**src/hw/mhl_pkg.sv**
```systemverilog
// Package for the meter host link control block.
// Assumes a 20 MHz core clock and a 32-bit register port.
package mhl_pkg;

  // ----------------------------------------------------------------
  // Timing
  // ----------------------------------------------------------------
  localparam int CLK_PERIOD_NS    = 50;
  localparam int RX_TIMEOUT_MS    = 10;         // Nominal receive time-out
  localparam int RX_TIMEOUT_MAX_MS = 20;        // Latest allowed abandon
  localparam int RX_TIMEOUT_CYC   = (RX_TIMEOUT_MS * 1000000) / CLK_PERIOD_NS;
  localparam int BAUD_DIV_SLOW    = 2083;       // Bit period in cycles, rate pin low
  localparam int BAUD_DIV_FAST    = 520;        // Bit period in cycles, rate pin high
  localparam int CMD_BYTES        = 4;          // Bytes per host command
  localparam int DIV_W            = 16;

  // ----------------------------------------------------------------
  // Register map (byte addresses)
  // ----------------------------------------------------------------
  localparam logic [7:0] ADDR_CONFIG  = 8'h00;
  localparam logic [7:0] ADDR_STATUS  = 8'h04;
  localparam logic [7:0] ADDR_TXDATA  = 8'h08;
  localparam logic [7:0] ADDR_RXCMD   = 8'h0c;
  localparam logic [7:0] ADDR_GIO_DIR = 8'h10;
  localparam logic [7:0] ADDR_GIO_OUT = 8'h14;
  localparam logic [7:0] ADDR_GIO_IN  = 8'h18;

  // ----------------------------------------------------------------
  // Field layout
  // ----------------------------------------------------------------
  localparam int CFG_EQU_LSB   = 5;             // Equation select in bits 7..5
  localparam int CFG_EQU_MSB   = 7;
  localparam int CFG_IRQ_EN    = 0;             // Data-ready pin enable
  localparam logic [31:0] CFG_RESET = 32'h0000_00a1; // Equation 5, pin enabled

  localparam int ST_READY      = 0;
  localparam int ST_UNINIT     = 1;
  localparam int ST_TX_BUSY    = 2;
  localparam int ST_CMD_VALID  = 3;

  // Equation codes
  localparam logic [2:0] EQU_STAR_4W   = 3'h5;
  localparam logic [2:0] EQU_GND_3W    = 3'h2;
  localparam logic [2:0] EQU_DELTA_4W  = 3'h3;

  localparam int GIO_W = 8;

endpackage

```
**src/hw/mhl_top.sv**
```systemverilog
// Host link control of the metering device: UART command receiver
// with desync time-out, data-ready pin, strap capture, link purge,
// equation select and eight general-purpose pins.
// Assumes all pins are synchronous to clk; the metering core pulses
// data_fresh and reads metering_equation_select.
//
// Summary of operation
// - Equation select lives in config bits 7..5
// - Code 3 selects four-wire delta equation
// - Data-ready pin driven low on fresh data
// - Low hardware reset pin resets whole device
// - Low purge pin empties UART buffers
// - Rate and pulse polarity taken from strap pins
// - Partial command dropped after 10 ms idle
// - Time-out sets the uninitialised flag
// - Eight general-purpose pins for host use
// - Uninitialised flag held in status register
// - Purge restores UART defaults, metering untouched
//
// Local design decisions: the register addresses and the strobed register port.
`timescale 1ns/10ps
module mhl_top #(
  parameter int RX_TIMEOUT_CYC = mhl_pkg::RX_TIMEOUT_CYC,
  parameter int BAUD_DIV_SLOW  = mhl_pkg::BAUD_DIV_SLOW,
  parameter int BAUD_DIV_FAST  = mhl_pkg::BAUD_DIV_FAST,
  parameter int CMD_BYTES      = mhl_pkg::CMD_BYTES
) (
  input  wire logic                     clk,
  input  wire logic                     rst,
  input  wire logic                     clk_en,
  input  wire logic                     hw_reset_n,
  input  wire logic                     link_purge_n,
  input  wire logic                     baud_sel,
  input  wire logic                     pulse_init,
  input  wire logic                     rx,
  output logic                          tx,
  output logic                          data_ready_n,
  input  wire logic                     data_fresh,
  output logic [2:0]                    metering_equation_select,
  output logic                          pulse_polarity,
  output logic                          cmd_valid,
  output logic [8*CMD_BYTES-1:0]        cmd_data,
  input  wire logic [mhl_pkg::GIO_W-1:0] general_io_pin_i,
  output logic [mhl_pkg::GIO_W-1:0]     general_io_pin_o,
  output logic [mhl_pkg::GIO_W-1:0]     general_io_pin_oe,
  input  wire logic [7:0]               reg_addr,
  input  wire logic [31:0]              reg_wdata,
  input  wire logic                     reg_wr,
  input  wire logic                     reg_rd,
  output logic [31:0]                   reg_rdata
);

  localparam int TO_W  = $clog2(RX_TIMEOUT_CYC + 1);
  localparam int CNT_W = $clog2(CMD_BYTES + 1);
  localparam int DIV_W = mhl_pkg::DIV_W;

  // ----------------------------------------------------------------
  // Device reset
  // ----------------------------------------------------------------
  // The pin is taken as synchronous, so it folds into the core reset
  logic dev_rst;
  assign dev_rst = rst | ~hw_reset_n;

  // Purge only reaches link state, never the metering configuration
  logic purge;
  assign purge = ~link_purge_n;

  // ----------------------------------------------------------------
  // Strap capture
  // ----------------------------------------------------------------
  logic strap_load_r, strap_load_nxt;
  logic baud_fast_r, baud_fast_nxt;
  logic pol_r, pol_nxt;

  // Both straps are sampled in the cycle after reset release, the rate strap again on
  // every purge, so the host can change the rate only through a purge or a reset
  always_comb begin
    strap_load_nxt = 1'b0;
    baud_fast_nxt  = baud_fast_r;
    pol_nxt        = pol_r;
    if (strap_load_r || purge) begin
      baud_fast_nxt = baud_sel;
    end
    if (strap_load_r) begin
      pol_nxt = pulse_init;
    end
  end

  always_ff @(posedge clk) begin
    if (dev_rst) begin
      strap_load_r <= 1'b1;
      baud_fast_r  <= 1'b0;
      pol_r        <= 1'b0;
    end else if (clk_en) begin
      strap_load_r <= strap_load_nxt;
      baud_fast_r  <= baud_fast_nxt;
      pol_r        <= pol_nxt;
    end
  end

  logic [DIV_W-1:0] baud_div;
  assign baud_div = baud_fast_r ? DIV_W'(BAUD_DIV_FAST) : DIV_W'(BAUD_DIV_SLOW);
  assign pulse_polarity = pol_r;

  // ----------------------------------------------------------------
  // UART engines
  // ----------------------------------------------------------------
  logic       rx_valid;
  logic [7:0] rx_byte;
  logic       tx_start;
  logic [7:0] tx_byte;
  logic       tx_busy;

  mhl_uart_rx #(.DIV_W(DIV_W)) u_rx (
    .clk        (clk),
    .rst        (dev_rst),
    .clk_en     (clk_en),
    .clr        (purge),
    .div        (baud_div),
    .rx         (rx),
    .byte_valid (rx_valid),
    .byte_data  (rx_byte)
  );

  mhl_uart_tx #(.DIV_W(DIV_W)) u_tx (
    .clk    (clk),
    .rst    (dev_rst),
    .clk_en (clk_en),
    .clr    (purge),
    .div    (baud_div),
    .start  (tx_start),
    .data   (tx_byte),
    .tx     (tx),
    .busy   (tx_busy)
  );

  // ----------------------------------------------------------------
  // Command assembly and desync time-out
  // ----------------------------------------------------------------
  logic [CNT_W-1:0]         nbytes_r, nbytes_nxt;
  logic [8*CMD_BYTES-1:0]   asm_r, asm_nxt;
  logic [TO_W-1:0]          idle_r, idle_nxt;
  logic                     cmd_valid_r, cmd_valid_nxt;
  logic [8*CMD_BYTES-1:0]   cmd_r, cmd_nxt;
  logic                     timeout;

  // Idle counter only runs inside a partial command; an extra byte from
  // the host shifts framing, and only the time-out or a purge brings it back
  always_comb begin
    nbytes_nxt    = nbytes_r;
    asm_nxt       = asm_r;
    idle_nxt      = idle_r;
    cmd_valid_nxt = 1'b0;
    cmd_nxt       = cmd_r;
    timeout       = 1'b0;
    if (rx_valid) begin
      asm_nxt  = {asm_r[8*CMD_BYTES-9:0], rx_byte};
      idle_nxt = '0;
      if (nbytes_r == CNT_W'(CMD_BYTES - 1)) begin
        nbytes_nxt    = '0;
        cmd_valid_nxt = 1'b1;
        cmd_nxt       = {asm_r[8*CMD_BYTES-9:0], rx_byte};
      end else begin
        nbytes_nxt = nbytes_r + 1'b1;
      end
    end else if (nbytes_r != '0) begin
      if (idle_r == TO_W'(RX_TIMEOUT_CYC - 1)) begin
        timeout    = 1'b1;
        nbytes_nxt = '0;
        idle_nxt   = '0;
      end else begin
        idle_nxt = idle_r + 1'b1;
      end
    end
    if (purge) begin
      nbytes_nxt    = '0;
      idle_nxt      = '0;
      cmd_valid_nxt = 1'b0;
    end
  end

  always_ff @(posedge clk) begin
    if (dev_rst) begin
      nbytes_r    <= '0;
      asm_r       <= '0;
      idle_r      <= '0;
      cmd_valid_r <= 1'b0;
      cmd_r       <= '0;
    end else if (clk_en) begin
      nbytes_r    <= nbytes_nxt;
      asm_r       <= asm_nxt;
      idle_r      <= idle_nxt;
      cmd_valid_r <= cmd_valid_nxt;
      cmd_r       <= cmd_nxt;
    end
  end

  assign cmd_valid = cmd_valid_r;
  assign cmd_data  = cmd_r;

  // ----------------------------------------------------------------
  // Register file
  // ----------------------------------------------------------------
  logic [31:0]               cfg_r, cfg_nxt;
  logic                      ready_r, ready_nxt;
  logic                      uninit_r, uninit_nxt;
  logic                      cmd_sticky_r, cmd_sticky_nxt;
  logic [mhl_pkg::GIO_W-1:0] gdir_r, gdir_nxt;
  logic [mhl_pkg::GIO_W-1:0] gout_r, gout_nxt;
  logic [31:0]               rdata_r, rdata_nxt;
  logic                      wr_st, wr_tx;
  logic [31:0]               status;

  assign wr_st    = reg_wr && (reg_addr == mhl_pkg::ADDR_STATUS);
  assign wr_tx    = reg_wr && (reg_addr == mhl_pkg::ADDR_TXDATA);
  assign tx_start = wr_tx && !tx_busy; // Writes while busy are dropped
  assign tx_byte  = reg_wdata[7:0];

  always_comb begin
    status = 32'h0000_0000;
    status[mhl_pkg::ST_READY]     = ready_r;
    status[mhl_pkg::ST_UNINIT]    = uninit_r;
    status[mhl_pkg::ST_TX_BUSY]   = tx_busy;
    status[mhl_pkg::ST_CMD_VALID] = cmd_sticky_r;
  end

  // Status flags are write-one-to-clear; a hardware set in the same
  // cycle as the clear wins so no event is lost
  always_comb begin
    cfg_nxt        = cfg_r;
    gdir_nxt       = gdir_r;
    gout_nxt       = gout_r;
    ready_nxt      = ready_r;
    uninit_nxt     = uninit_r;
    cmd_sticky_nxt = cmd_sticky_r;
    if (reg_wr) begin
      unique case (reg_addr)
        mhl_pkg::ADDR_CONFIG:  cfg_nxt  = reg_wdata;
        mhl_pkg::ADDR_GIO_DIR: gdir_nxt = reg_wdata[mhl_pkg::GIO_W-1:0];
        mhl_pkg::ADDR_GIO_OUT: gout_nxt = reg_wdata[mhl_pkg::GIO_W-1:0];
        default: ;
      endcase
    end
    if (wr_st) begin
      if (reg_wdata[mhl_pkg::ST_READY]) ready_nxt = 1'b0;
      if (reg_wdata[mhl_pkg::ST_UNINIT]) uninit_nxt = 1'b0;
      if (reg_wdata[mhl_pkg::ST_CMD_VALID]) cmd_sticky_nxt = 1'b0;
    end
    if (data_fresh) ready_nxt = 1'b1;
    if (timeout) uninit_nxt = 1'b1;
    if (cmd_valid_r) cmd_sticky_nxt = 1'b1;
  end

  // Read data stands only in the cycle after the strobe
  always_comb begin
    rdata_nxt = 32'h0000_0000;
    if (reg_rd) begin
      unique case (reg_addr)
        mhl_pkg::ADDR_CONFIG:  rdata_nxt = cfg_r;
        mhl_pkg::ADDR_STATUS:  rdata_nxt = status;
        mhl_pkg::ADDR_RXCMD:   rdata_nxt = 32'(cmd_r);
        mhl_pkg::ADDR_GIO_DIR: rdata_nxt = {24'h000000, gdir_r};
        mhl_pkg::ADDR_GIO_OUT: rdata_nxt = {24'h000000, gout_r};
        mhl_pkg::ADDR_GIO_IN:  rdata_nxt = {24'h000000, general_io_pin_i};
        default:               rdata_nxt = 32'h0000_0000;
      endcase
    end
  end

  // Configuration is reset only by the device reset, never by purge
  always_ff @(posedge clk) begin
    if (dev_rst) begin
      cfg_r        <= mhl_pkg::CFG_RESET;
      ready_r      <= 1'b0;
      uninit_r     <= 1'b1;              // Flag stands after every reset
      cmd_sticky_r <= 1'b0;
      gdir_r       <= 8'h00;
      gout_r       <= 8'h00;
      rdata_r      <= 32'h0000_0000;
    end else if (clk_en) begin
      cfg_r        <= cfg_nxt;
      ready_r      <= ready_nxt;
      uninit_r     <= uninit_nxt;
      cmd_sticky_r <= cmd_sticky_nxt;
      gdir_r       <= gdir_nxt;
      gout_r       <= gout_nxt;
      rdata_r      <= rdata_nxt;
    end
  end

  assign reg_rdata = rdata_r;

  // ----------------------------------------------------------------
  // Outputs to pins and metering core
  // ----------------------------------------------------------------
  // Field passes straight to the core; codes 5, 2 and 3 pick the star,
  // grounded three-wire and four-wire delta equations
  assign metering_equation_select =
    cfg_r[mhl_pkg::CFG_EQU_MSB:mhl_pkg::CFG_EQU_LSB];

  // Pin follows the sticky ready flag, so the host sees every data set
  assign data_ready_n = ~(ready_r & cfg_r[mhl_pkg::CFG_IRQ_EN]);

  assign general_io_pin_o  = gout_r;
  assign general_io_pin_oe = gdir_r;

endmodule // mhl_top

```
**src/hw/mhl_uart_rx.sv**
```systemverilog
// UART receiver, 8 data bits, no parity, one stop bit.
// Assumes rx is synchronous to clk; clr purges any byte in flight.
`timescale 1ns/10ps
module mhl_uart_rx #(
  parameter int DIV_W = 16
) (
  input  wire logic             clk,
  input  wire logic             rst,
  input  wire logic             clk_en,
  input  wire logic             clr,
  input  wire logic [DIV_W-1:0] div,
  input  wire logic             rx,
  output logic                  byte_valid,
  output logic [7:0]            byte_data
);

  typedef enum logic [1:0] {RX_IDLE, RX_START, RX_DATA, RX_STOP} mhl_rx_e;

  mhl_rx_e          state_r, state_nxt;
  logic [DIV_W-1:0] cnt_r, cnt_nxt;
  logic [2:0]       bit_r, bit_nxt;
  logic [7:0]       sh_r, sh_nxt;
  logic             val_r, val_nxt;

  // ----------------------------------------------------------------
  // Bit timing, sampled mid-bit
  // ----------------------------------------------------------------
  always_comb begin
    state_nxt = state_r;
    cnt_nxt   = cnt_r;
    bit_nxt   = bit_r;
    sh_nxt    = sh_r;
    val_nxt   = 1'b0;
    unique case (state_r)
      RX_IDLE: begin
        if (!rx) begin
          state_nxt = RX_START;
          cnt_nxt   = div >> 1;             // Land in the middle of start bit
        end
      end
      RX_START: begin
        if (cnt_r == '0) begin
          // A glitch shorter than half a bit is dropped
          state_nxt = rx ? RX_IDLE : RX_DATA;
          cnt_nxt   = div - 1'b1;
          bit_nxt   = 3'h0;
        end else begin
          cnt_nxt = cnt_r - 1'b1;
        end
      end
      RX_DATA: begin
        if (cnt_r == '0) begin
          sh_nxt  = {rx, sh_r[7:1]};        // LSB first
          cnt_nxt = div - 1'b1;
          bit_nxt = bit_r + 3'h1;
          if (bit_r == 3'h7) begin
            state_nxt = RX_STOP;
          end
        end else begin
          cnt_nxt = cnt_r - 1'b1;
        end
      end
      RX_STOP: begin
        if (cnt_r == '0) begin
          state_nxt = RX_IDLE;
          val_nxt   = rx;                   // Framing error drops the byte
        end else begin
          cnt_nxt = cnt_r - 1'b1;
        end
      end
    endcase
    if (clr) begin
      state_nxt = RX_IDLE;
      val_nxt   = 1'b0;
    end
  end

  always_ff @(posedge clk) begin
    if (rst) begin
      state_r <= RX_IDLE;
      cnt_r   <= '0;
      bit_r   <= 3'h0;
      sh_r    <= 8'h00;
      val_r   <= 1'b0;
    end else if (clk_en) begin
      state_r <= state_nxt;
      cnt_r   <= cnt_nxt;
      bit_r   <= bit_nxt;
      sh_r    <= sh_nxt;
      val_r   <= val_nxt;
    end
  end

  assign byte_valid = val_r & clk_en;
  assign byte_data  = sh_r;

endmodule // mhl_uart_rx

```
**src/hw/mhl_uart_tx.sv**
```systemverilog
// UART transmitter, 8N1, one byte at a time.
// Assumes start is only raised while busy is low.
`timescale 1ns/10ps
module mhl_uart_tx #(
  parameter int DIV_W = 16
) (
  input  wire logic             clk,
  input  wire logic             rst,
  input  wire logic             clk_en,
  input  wire logic             clr,
  input  wire logic [DIV_W-1:0] div,
  input  wire logic             start,
  input  wire logic [7:0]       data,
  output logic                  tx,
  output logic                  busy
);

  logic [9:0]       sh_r, sh_nxt;
  logic [3:0]       left_r, left_nxt;
  logic [DIV_W-1:0] cnt_r, cnt_nxt;

  // ----------------------------------------------------------------
  // Shift out start, data, stop
  // ----------------------------------------------------------------
  always_comb begin
    sh_nxt   = sh_r;
    left_nxt = left_r;
    cnt_nxt  = cnt_r;
    if (left_r == 4'h0) begin
      if (start) begin
        sh_nxt   = {1'b1, data, 1'b0};
        left_nxt = 4'ha;
        cnt_nxt  = div - 1'b1;
      end
    end else if (cnt_r == '0) begin
      sh_nxt   = {1'b1, sh_r[9:1]};
      left_nxt = left_r - 4'h1;
      cnt_nxt  = div - 1'b1;
    end else begin
      cnt_nxt = cnt_r - 1'b1;
    end
    if (clr) begin
      sh_nxt   = 10'h3ff;                   // Line returns to idle at once
      left_nxt = 4'h0;
    end
  end

  always_ff @(posedge clk) begin
    if (rst) begin
      sh_r   <= 10'h3ff;
      left_r <= 4'h0;
      cnt_r  <= '0;
    end else if (clk_en) begin
      sh_r   <= sh_nxt;
      left_r <= left_nxt;
      cnt_r  <= cnt_nxt;
    end
  end

  assign tx   = sh_r[0];
  assign busy = (left_r != 4'h0);

endmodule // mhl_uart_tx

```
**config.mk**
```make
export PLATFORM = sky130hd
export DESIGN_NAME = mhl_top
export DESIGN_NICKNAME = d
export VERILOG_FILES = /design/src/hw/mhl_pkg.sv /design/src/hw/mhl_top.sv /design/src/hw/mhl_uart_rx.sv /design/src/hw/mhl_uart_tx.sv
export SDC_FILE = /design/constraint.sdc
export NUM_CORES = 1
export LEC_CHECK = 0
export BUFFER_PORTS_ARGS = -buffer_cell sky130_fd_sc_hd__buf_4
export CAP_MARGIN = 25
export CORE_MARGIN = 5
export CORE_UTILIZATION = 40
export CTS_CLUSTER_DIAMETER = 200
export CTS_CLUSTER_SIZE = 30
export DETAILED_ROUTE_END_ITERATION = 7
export PLACE_DENSITY = 0.63
export SYNTH_ARGS = -nofsm -noshare
export SYNTH_HDL_FRONTEND = slang
export SYNTH_SLANG_ARGS = --single-unit
export TNS_END_PERCENT = 30
```
**constraint.sdc**
```tcl
create_clock -name clk -period 2.5 [get_ports clk]
set_input_delay 0.125 -clock clk [delete_from_list [all_inputs] [get_ports clk]]
set_output_delay 0.125 -clock clk [all_outputs]
set_load 0.02 [all_outputs]
```
==> flow_summary.json, run 1 <==
{
  "status": "completed",
  "die_w_um": 168,
  "syn-cell-area_mm2": 0.0100,
  "yosysWarnings": 0,
  "fillCellCount": 2416,
  "path_class": "reg -> reg",
  "worst-path-buf-inv": 2,
  "finalClockSkew_ns": 0.0317,
  "cts_buffers": 11,
  "clk_path_buf_depth": 3,
  "tritoncts": "done",
  "clk_pin_slew_ns": 0.11,
  "num_rows": 57,
  "ys_ff_latch": 223,
  "drc_errors": 0,
  "synth_top_area_share": 0.446,
  "syn-num-nets": 1279,
  "fin_setup_tns_ns": 0,
  "avgRoutedWirePerCell_um": 16.7,
  "syn_inst": 1205,
  "finalHoldViolCount": 0,
  "start_util": 0.409,
  "grt_remaining_overflow": 0,
  "drive_above_1_share": 0.170,
  "slew_headroom": 0.635,
  "synthTopCellsByCount": "223 x dfxtp_1, 222 x nand2_1, 136 x a21oi_1",
  "die_h_um": 168,
  "ys.flop_type": "dfxtp_1",
  "first_pass_iters": 4,
  "postRouteAntennaNets": 0,
  "htreeDepth": 1,
  "routabilityCongestion": 0.856,
  "p_leak_uw": 0.00439,
  "vias": 9043,
  "grt_pass1_wl_mm": 45.2,
  "cap_violations": 0,
  "grt_max_degree": 41,
  "ios": 146,
  "clockRootBuffer": "clkbuf_16",
  "cp.required_ns": 2.85,
  "hpwl_mm": 19.8,
  "async_flop_share": 0,
  "peakVddDrop_mv": 0.363,
  "p_total_uw": 6010,
  "syn_avg_cell_area_um2": 8.30,
  "worst_pin_slew_ns": 0.545,
  "cpPeakStageDelay_ns": 0.45,
  "synth_most_common_cell": "dfxtp_1",
  "hp-class": "in -> reg",
  "cts.sinks": 223,
  "area_delta_synth_final_pct": 22.2,
  "synth_edf_count": 0,
  "fin_crit_sh": 0.945,
  "fmax_mhz": 423,
  "grt_antenna_before_repair": 0,
  "coreArea_mm2": 0.0245,
  "io_buffers": 145,
  "grt_use_total": 0.189,
  "rsz0062_at_grt": "no",
  "crit_path_max_fanout": 7,
  "wirelength_mm": 28.1,
  "power_density_mw_per_mm2": 492,
  "nNetsFinal": 1434,
  "crit_family": "simple AND/OR/NAND/NOR gates",
  "end_kind": "flop",
  "fin_crit_ns": 2.36,
  "yosysTopAreaCell": "dfxtp_1",
  "start_kind": "flop",
  "via_per_inst": 5.37,
  "dr.first_iter.drc_count": 697,
  "crit_path_cell_trace": "inv_1, ha_1, or3b_1, or3_4, o31a_1, o221ai_2, buf_4, nor2_1",
  "drv_slew": 0,
  "setup_viol": 0,
  "clock_latency_ns": 0.48,
  "first_global_vias": 8504,
  "ys_top_cells_by_area": "dfxtp_1 45%, nand2_1 8.3%, a21oi_1 6.8%",
  "post-cts-setup-buffers": 0,
  "ys_seq_area_frac": 0.446,
  "design.die.area_mm2": 0.0283,
  "antenna_cells": 0,
  "cp.arrival_ns": 2.72,
  "synthDistinctLibCells": 71,
  "slowest_stage": "or3_4"
}
stage by stage:
| stage | util | cells | setup WS [ns] | instance area [um2] | hold slack (ns) |
|---|---|---|---|---|---|
| 3_3_place_gp | 0.472 | 1634 | 0.117 | 11500 | 0.361 |
| 6_report | 0.500 | 1683 | 0.137 | 12200 | 0.134 |
| 2_1_floorplan | - | 1205 | 0.251 | 10000 | 0.249 |
| 4_1_cts | 0.499 | 1683 | 0.0475 | 12200 | 0.123 |
| 3_5_place_dp | 0.472 | 1634 | 0.102 | 11500 | 0.371 |
| 5_1_grt | 0.500 | 1683 | 0.00543 | 12200 | 0.151 |
where the power goes:
part           switching (uW)  leakage (uW)  total (uW)  internal, uW
registers                11.5       0.00180        3570          3560
logic                     277       0.00245         485           208
clock network            1130      0.000145        1950           823
total                    1420       0.00439        6010          4590
logic make-up after synthesis:
family          count (synthesis)  share of synthesized area
xor+xnor                       32                     0.0280
fa+ha+maj                      15                     0.0188
compound gates                280                      0.179
simple gates                  501                      0.237
mux                            48                     0.0480
flops                         223                      0.446
buf+inv                       106                     0.0422
cells in the final DEF, fill, tap and decap left out, types with 4 or more instances in the layout:
cell	instances
o2111ai_1	6
or4_1	4
nand2b_1	6
xnor2_1	19
nand2_1	222
buf_4	179
a21boi_0	4
and3_1	5
o22ai_1	8
and2_1	8
nor4_1	14
ha_1	15
o21ai_0	28
nor3_1	17
dfxtp_1	223
a21oi_1	136
nor2b_1	28
dlygate4sd3_1	37
nand4b_1	5
a31oi_1	6
mux2i_1	48
o211ai_1	5
nor2_1	108
nand3_1	29
inv_1	28
a221oi_1	5
or2_2	11
o31ai_1	4
o2bb2ai_1	7
xor2_1	13
nand4_1	6
or3_1	4
clkbuf_16	11
buf_12	4
a22o_1	24
a2bb2oi_1	8
nand3b_1	9
final cells by class:
class	count	area, um2	area share
clock buffer	11	275	0.0225
clock inverter	1	20.0	0.00164
multi-input combinational	876	5150	0.422
sequential	223	4460	0.365
inverter	28	105	0.00860
tap	324	405	0.0332
timing repair buffer	220	1790	0.147
what timing repair did:
action                     CTS  global route
gates resized for setup      0             2
setup endpoints to repair    0             9
hold endpoints to repair    56             0
hold buffers                37             0
registers in the layout, indices dropped and copies added, names as in the netlist:
register,flops
u_tx.sh_r,9
u_rx.byte_data,8
reg_rdata,32
idle_r,18
general_io_pin_oe,8
pulse_polarity,1
u_rx.state_r,2
cfg_r,32
u_rx.cnt_r,16
nbytes_r,3
u_tx.left_r,4
strap_load_r,1
asm_r,24
cmd_sticky_r,1
u_tx.cnt_r,16
cmd_data,32
cmd_valid,1
ready_r,1
baud_fast_r,1
uninit_r,1
u_rx.val_r,1
u_rx.bit_r,3
general_io_pin_o,8
metal layers:
layer / share of wire / track usage / vias up
li1: - / - / 4477
met1: 0.46 / 0.263 / 4322
met2: 0.47 / 0.313 / 212
met3: 0.054 / 0.0246 / 32
met4: 0.018 / 0.0452 / 0
met5: 0 / 0 / -
worst paths after layout:
kind,start,to,slack (ns),depth (start not counted)
max reg2reg,u_rx.cnt_r[0],u_rx.cnt_r[12],0.14,8
min,clk_en,strap_load_r,0.13,2
max,u_rx.cnt_r[0],u_rx.cnt_r[12],0.14,8
min reg2reg,cfg_r[2],cfg_r[2],0.46,2
No activity file was read; power rests on OpenSTA's default activity.
==> run 2: changes to the inputs <==
Settings changed: SYNTH_HIERARCHICAL set to 1.
==> run 2 against run 1 <==
Compared with the run above: routed wire length up 14%; global-route usage up 0.71 points; cell area up 11%; clock power up 3%; highest routed layer unchanged; largest power group unchanged.
==> flow_summary.json, run 2 <==
{
  "globalRouteMet2Util": 0.333,
  "peakVddDrop_mv": 0.352,
  "cpPeakStageDelay_ns": 0.51,
  "p_leak_uw": 0.00514,
  "cap_violations": 0,
  "synth_most_common_cell": "nand2_1",
  "path_class": "reg -> reg",
  "grt_use_total": 0.196,
  "die_w_um": 176,
  "syn_avg_cell_area_um2": 8.20,
  "grt_antenna_before_repair": 0,
  "clk_path_buf_depth": 3,
  "preCtsSetupSlack_ns": 0.0796,
  "status": "completed",
  "design.die.area_mm2": 0.0311,
  "die_h_um": 176,
  "routabilityCongestion": 0.878,
  "fin_crit_sh": 0.949,
  "avgRoutedWirePerCell_um": 16.5,
  "vias": 10452,
  "ios": 146,
  "ys_ff_latch": 223,
  "antenna_cells": 0,
  "start_util": 0.408,
  "ys_top_cells_by_area": "dfxtp_1 40%, nand2_1 9.1%, a21oi_1 6.4%",
  "synthDistinctLibCells": 90,
  "slew_headroom": 0.397,
  "grt_remaining_overflow": 0,
  "dr.first_iter.drc_count": 886,
  "nNetsFinal": 1644,
  "crit_path_start": "u_rx/cnt_r[7]",
  "synth_top_area_share": 0.404,
  "use_met1": 0.271,
  "finish.utilization": 0.502,
  "setup_slack_ns": 0.127,
  "htreeDepth": 1,
  "async_flop_share": 0,
  "tritoncts": "done",
  "grt_max_degree": 87,
  "fmax_mhz": 421,
  "setup_viol": 0,
  "drc_errors": 0,
  "final_common_cell": "nand2_1",
  "first_pass_iters": 5,
  "syn-cell-area_mm2": 0.0111,
  "fin_setup_tns_ns": 0,
  "drv_slew": 0,
  "end_kind": "flop",
  "cts.sinks": 223,
  "grt_pass1_wl_mm": 51.0,
  "clock_latency_ns": 0.49,
  "rsz0062_at_grt": "no",
  "fin_crit_ns": 2.37,
  "cp.arrival_ns": 2.74,
  "hold_path_startpoint": "clk_en",
  "cts_buffers": 11,
  "drive_above_1_share": 0.167,
  "clk_pin_slew_ns": 0.13,
  "crit_path_cell_trace": "nor4_2, and4_1, mux2_4, a221o_1, a32o_2",
  "hpwl_mm": 22.6,
  "yosysWarnings": 6,
  "start_kind": "flop",
  "worst_pin_slew_ns": 0.905,
  "coreArea_mm2": 0.0271,
  "clockRootBuffer": "clkbuf_16",
  "ys.flop_type": "dfxtp_1",
  "syn_inst": 1349,
  "cp.required_ns": 2.87,
  "area_delta_synth_final_pct": 23.0,
  "finalHoldViolCount": 0,
  "hp-class": "in -> reg",
  "rr_startpoint": "u_rx/cnt_r[7]",
  "yosysTopAreaCell": "dfxtp_1",
  "finalClockSkew_ns": 0.0252,
  "use_met3": 0.0199,
  "postRouteAntennaNets": 0,
  "wirelength_mm": 32.0,
  "num_rows": 60,
  "rrSetupSlack_ns": 0.13,
  "first_global_vias": 9689,
  "most-common-layout-cells": "267 x nand2_1, 222 x dfxtp_1, 190 x buf_4",
  "crit_path_max_fanout": 7,
  "slowest_stage": "nor4_2",
  "power_density_mw_per_mm2": 458,
  "via_per_inst": 5.39,
  "synth_edf_count": 0,
  "synthTopCellsByCount": "267 x nand2_1, 223 x dfxtp_1, 142 x a21oi_1",
  "ys_seq_area_frac": 0.404,
  "io_buffers": 145,
  "grt_busiest_layer": "met2"
}
run 2: changes by cell type after synthesis, sizes merged, moves of 9 or more:
cell / previous run / this run
nand2: 222 / 269
a22oi: 3 / 36
nand4: 6 / 21
or3: 5 / 18
mux2i: 48 / 39
nor2b: 29 / 9
nand3: 29 / 46
nor2: 108 / 67
o21ai: 34 / 54
or4: 7 / 17
a22o: 24 / 2
run 2: final cells by class:
type	instances	area (um2)
Fill cell	2649	13500
Multi-Input combinational cell	1066	6350
Sequential cell	223	4470
Timing Repair Buffer	232	1890
Tap cell	372	465
Clock buffer	11	275
Inverter	32	126
Clock inverter	1	20.0
Timing Repair inverter	1	5.00
run 2: worst paths after layout:
check                   end  depth (start not counted)
min            strap_load_r                          2
max reg2reg  u_rx/cnt_r[10]                          5
min reg2reg   reg_rdata[30]                          2
max          u_rx/cnt_r[10]                          5
run 2: logic make-up after synthesis:
family / synth area share
AOI/OAI and AO/OA: 0.206
xor gates and xnor gates: 0.0331
adders and majority gates: 0.0204
buffers and inverters: 0.0481
DFF: 0.404
muxes: 0.0407
other: 0.000339
and+or+nand+nor: 0.248
run 2: through the flow:
stage | total power (uW) | std cells | instance area [um2] | hold slack [ns]
floorplan | 4020 | 1413 | 11300 | 0.235
global placement | 4250 | 1884 | 12900 | 0.362
detailed placement | 4250 | 1884 | 12900 | 0.367
CTS | 6290 | 1934 | 13500 | 0.00746
global route | 6450 | 1938 | 13600 | 0.0324
finish | 6220 | 1938 | 13600 | 0.00854
run 2: worst max-delay path, delay by kind of cell (launching register included):
| family | cells | cell delay [ns] |
|---|---|---|
| multiplexers | 1 | 0.33 |
| AO/OA/AOI/OAI | 2 | 0.50 |
| flip-flops | 1 | 0.40 |
| AND/OR/NAND/NOR | 2 | 1.00 |
run 2: repair_timing:
action,CTS,global route
setup endpoints to repair,0,7
setup buffers,0,3
hold endpoints to repair,63,0
hold buffers,38,0
resized for setup,0,2
run 2: layer usage:
metal | vias up | part of all wire
met5 | - | 0
met4 | 0 | 0.018
met3 | 44 | 0.045
met2 | 260 | 0.47
met1 | 4948 | 0.46
li1 | 5200 | -
run 2: report_power, final:
part	switching (uW)	leakage, uW	internal [uW]
sequential	15.5	0.00180	3560
clock	1180	0.000145	824
combinational	366	0.00320	280
total	1560	0.00514	4660
==> run 3: changes to the inputs <==
Settings changed: CORE_UTILIZATION 40 to 47, PLACE_DENSITY 0.63 to 0.71, REMOVE_ABC_BUFFERS set to 1.
==> run 3 against run 2 <==
Compared with the run above: first-iteration DRC count is 1.8% lower; via count is 0.28% lower; sequential share of layout area is 0.085 points higher; routed wire length is 3.3% lower; worst setup slack worse by 0.0017 ns; cell area is 0.31% lower; non-clock buffer count is 7 higher; combinational power is 2% lower; core utilization is 7.9 points higher; clock skew is 0.0095 ns lower; highest routed layer is now met5; clock power hardly changed.
==> flow_summary.json, run 3 (synthesized netlist as in run 2, its figures left out) <==
{
  "final_common_cell": "nand2_1",
  "num_rows": 56,
  "setup_viol": 0,
  "p_switching_uw": 1540,
  "path_class": "reg -> reg",
  "peakVddDrop_mv": 0.328,
  "postRouteAntennaNets": 0,
  "fin_crit_sh": 0.950,
  "avgRoutedWirePerCell_um": 16.3,
  "clkPwrFrac": 0.320,
  "final_area_mm2": 0.0136,
  "hold_slack_ns": 0.0249,
  "via_per_inst": 5.51,
  "drc_errors": 0,
  "drive_above_1_share": 0.168,
  "cts.sinks": 223,
  "cp.required_ns": 2.88,
  "grt_max_degree": 60,
  "vias": 10423,
  "first_pass_iters": 5,
  "fmax_mhz": 421,
  "area_delta_synth_final_pct": 22.6,
  "rr_startpoint": "u_tx/left_r[1]",
  "grt_pass1_wl_mm": 49.7,
  "coreArea_mm2": 0.0233,
  "preCtsSetupSlack_ns": 0.00796,
  "cts_buffers": 11,
  "end_kind": "flop",
  "crit_path_start": "u_tx/left_r[1]",
  "worst-path-buf-inv": 4,
  "cpPeakStageDelay_ns": 0.33,
  "most-common-layout-cells": "267 x nand2_1, 222 x dfxtp_1, 198 x buf_4",
  "status": "completed",
  "die_w_um": 163,
  "fin_crit_ns": 2.37,
  "rrSetupSlack_ns": 0.13,
  "crit_family": "compound AO/OA/AOI/OAI gates",
  "slowest_stage": "dfxtp_1",
  "wirelength_mm": 30.9,
  "power.share.combinational": 0.102,
  "clk_path_buf_depth": 3,
  "nNetsFinal": 1650,
  "start_kind": "flop",
  "power_density_mw_per_mm2": 457,
  "routabilityCongestion": 0.899,
  "grt_antenna_before_repair": 1,
  "setup_slack_ns": 0.126,
  "hpwl_mm": 21.9,
  "rsz0062_at_grt": "yes",
  "power.internal_uw": 4650,
  "cp.arrival_ns": 2.75,
  "finalClockSkew_ns": 0.0157,
  "clock_latency_ns": 0.48,
  "grt_remaining_overflow": 0,
  "pwr-share-seq": 0.578,
  "cap_violations": 0,
  "start_util": 0.474,
  "crit_path_cell_trace": "inv_1, ha_1, nor3b_4, inv_2, nor4bb_2, buf_4, o21ai_4, buf_4, a21oi_4, nand2_2, o32a_1",
  "cp_common_cell": "buf_4",
  "dr.first_iter.drc_count": 870,
  "tritoncts": "done",
  "p_leak_uw": 0.00516,
  "slew_headroom": 0.570,
  "die_h_um": 163,
  "fin_setup_tns_ns": 0,
  "place_area_mm2": 0.0128,
  "switching_share": 0.249,
  "finalHoldViolCount": 0,
  "io_buffers": 145,
  "design.die.area_mm2": 0.0267,
  "ios": 146,
  "hp-class": "in -> reg",
  "clockRootBuffer": "clkbuf_16",
  "fillCellCount": 2180,
  "antenna_cells": 0,
  "first_global_vias": 9697,
  "htreeDepth": 1,
  "drv_slew": 0,
  "hold_path_startpoint": "clk_en",
  "clk_pin_slew_ns": 0.12,
  "crit_path_max_fanout": 10,
  "grt_use_total": 0.223,
  "worst_pin_slew_ns": 0.646
}
run 3: power by group through the flow:
stage | clock (uW) | combinational [uW] | sequential (uW)
floorplan | 0 | 317 | 3650
global placement | 0 | 575 | 3660
detailed placement | 0 | 574 | 3660
CTS | 2040 | 624 | 3580
global route | 2160 | 686 | 3580
finish | 1980 | 634 | 3580
run 3: path summary, 6_finish.rpt:
path	endpoint	cells past startpoint
worst max register to register	u_tx/sh_r[8]	11
worst min-delay path	nbytes_r[2]	2
worst max-delay path	u_tx/sh_r[8]	11
worst min register to register	reg_rdata[30]	2
run 3: area by class of cell:
class	instances	area, um2	area share
clock buffer	11	275	0.0203
clock inverter	1	20.0	0.00148
inverter	32	123	0.00905
multi-input combinational	1066	6350	0.468
sequential	223	4470	0.329
tap	319	399	0.0294
timing repair buffer	239	1930	0.142
run 3: per-stage QoR:
stage	utilization	power (uW)	std cells
2_1_floorplan	-	3970	1321
3_3_place_gp	0.550	4230	1839
3_5_place_dp	0.550	4230	1839
4_1_cts	0.579	6240	1889
5_1_grt	0.581	6420	1891
6_report	0.581	6190	1891
run 3: metal layers:
metal / GRT usage / vias to the layer above / share of wire
met2: 0.378 / 296 / 0.48
met1: 0.312 / 4898 / 0.46
met4: 0.0377 / 2 / 0.011
met5: 0 / - / 0.00023
met3: 0.0252 / 32 / 0.055
li1: - / 5195 / -
run 3: timing repair:
item | CTS | global route
resized for setup | 2 | 5
pin swaps | 0 | 1
hold buffers | 38 | 0
hold endpoints to repair | 62 | 0
setup buffers | 0 | 2
setup endpoints to repair | 10 | 22
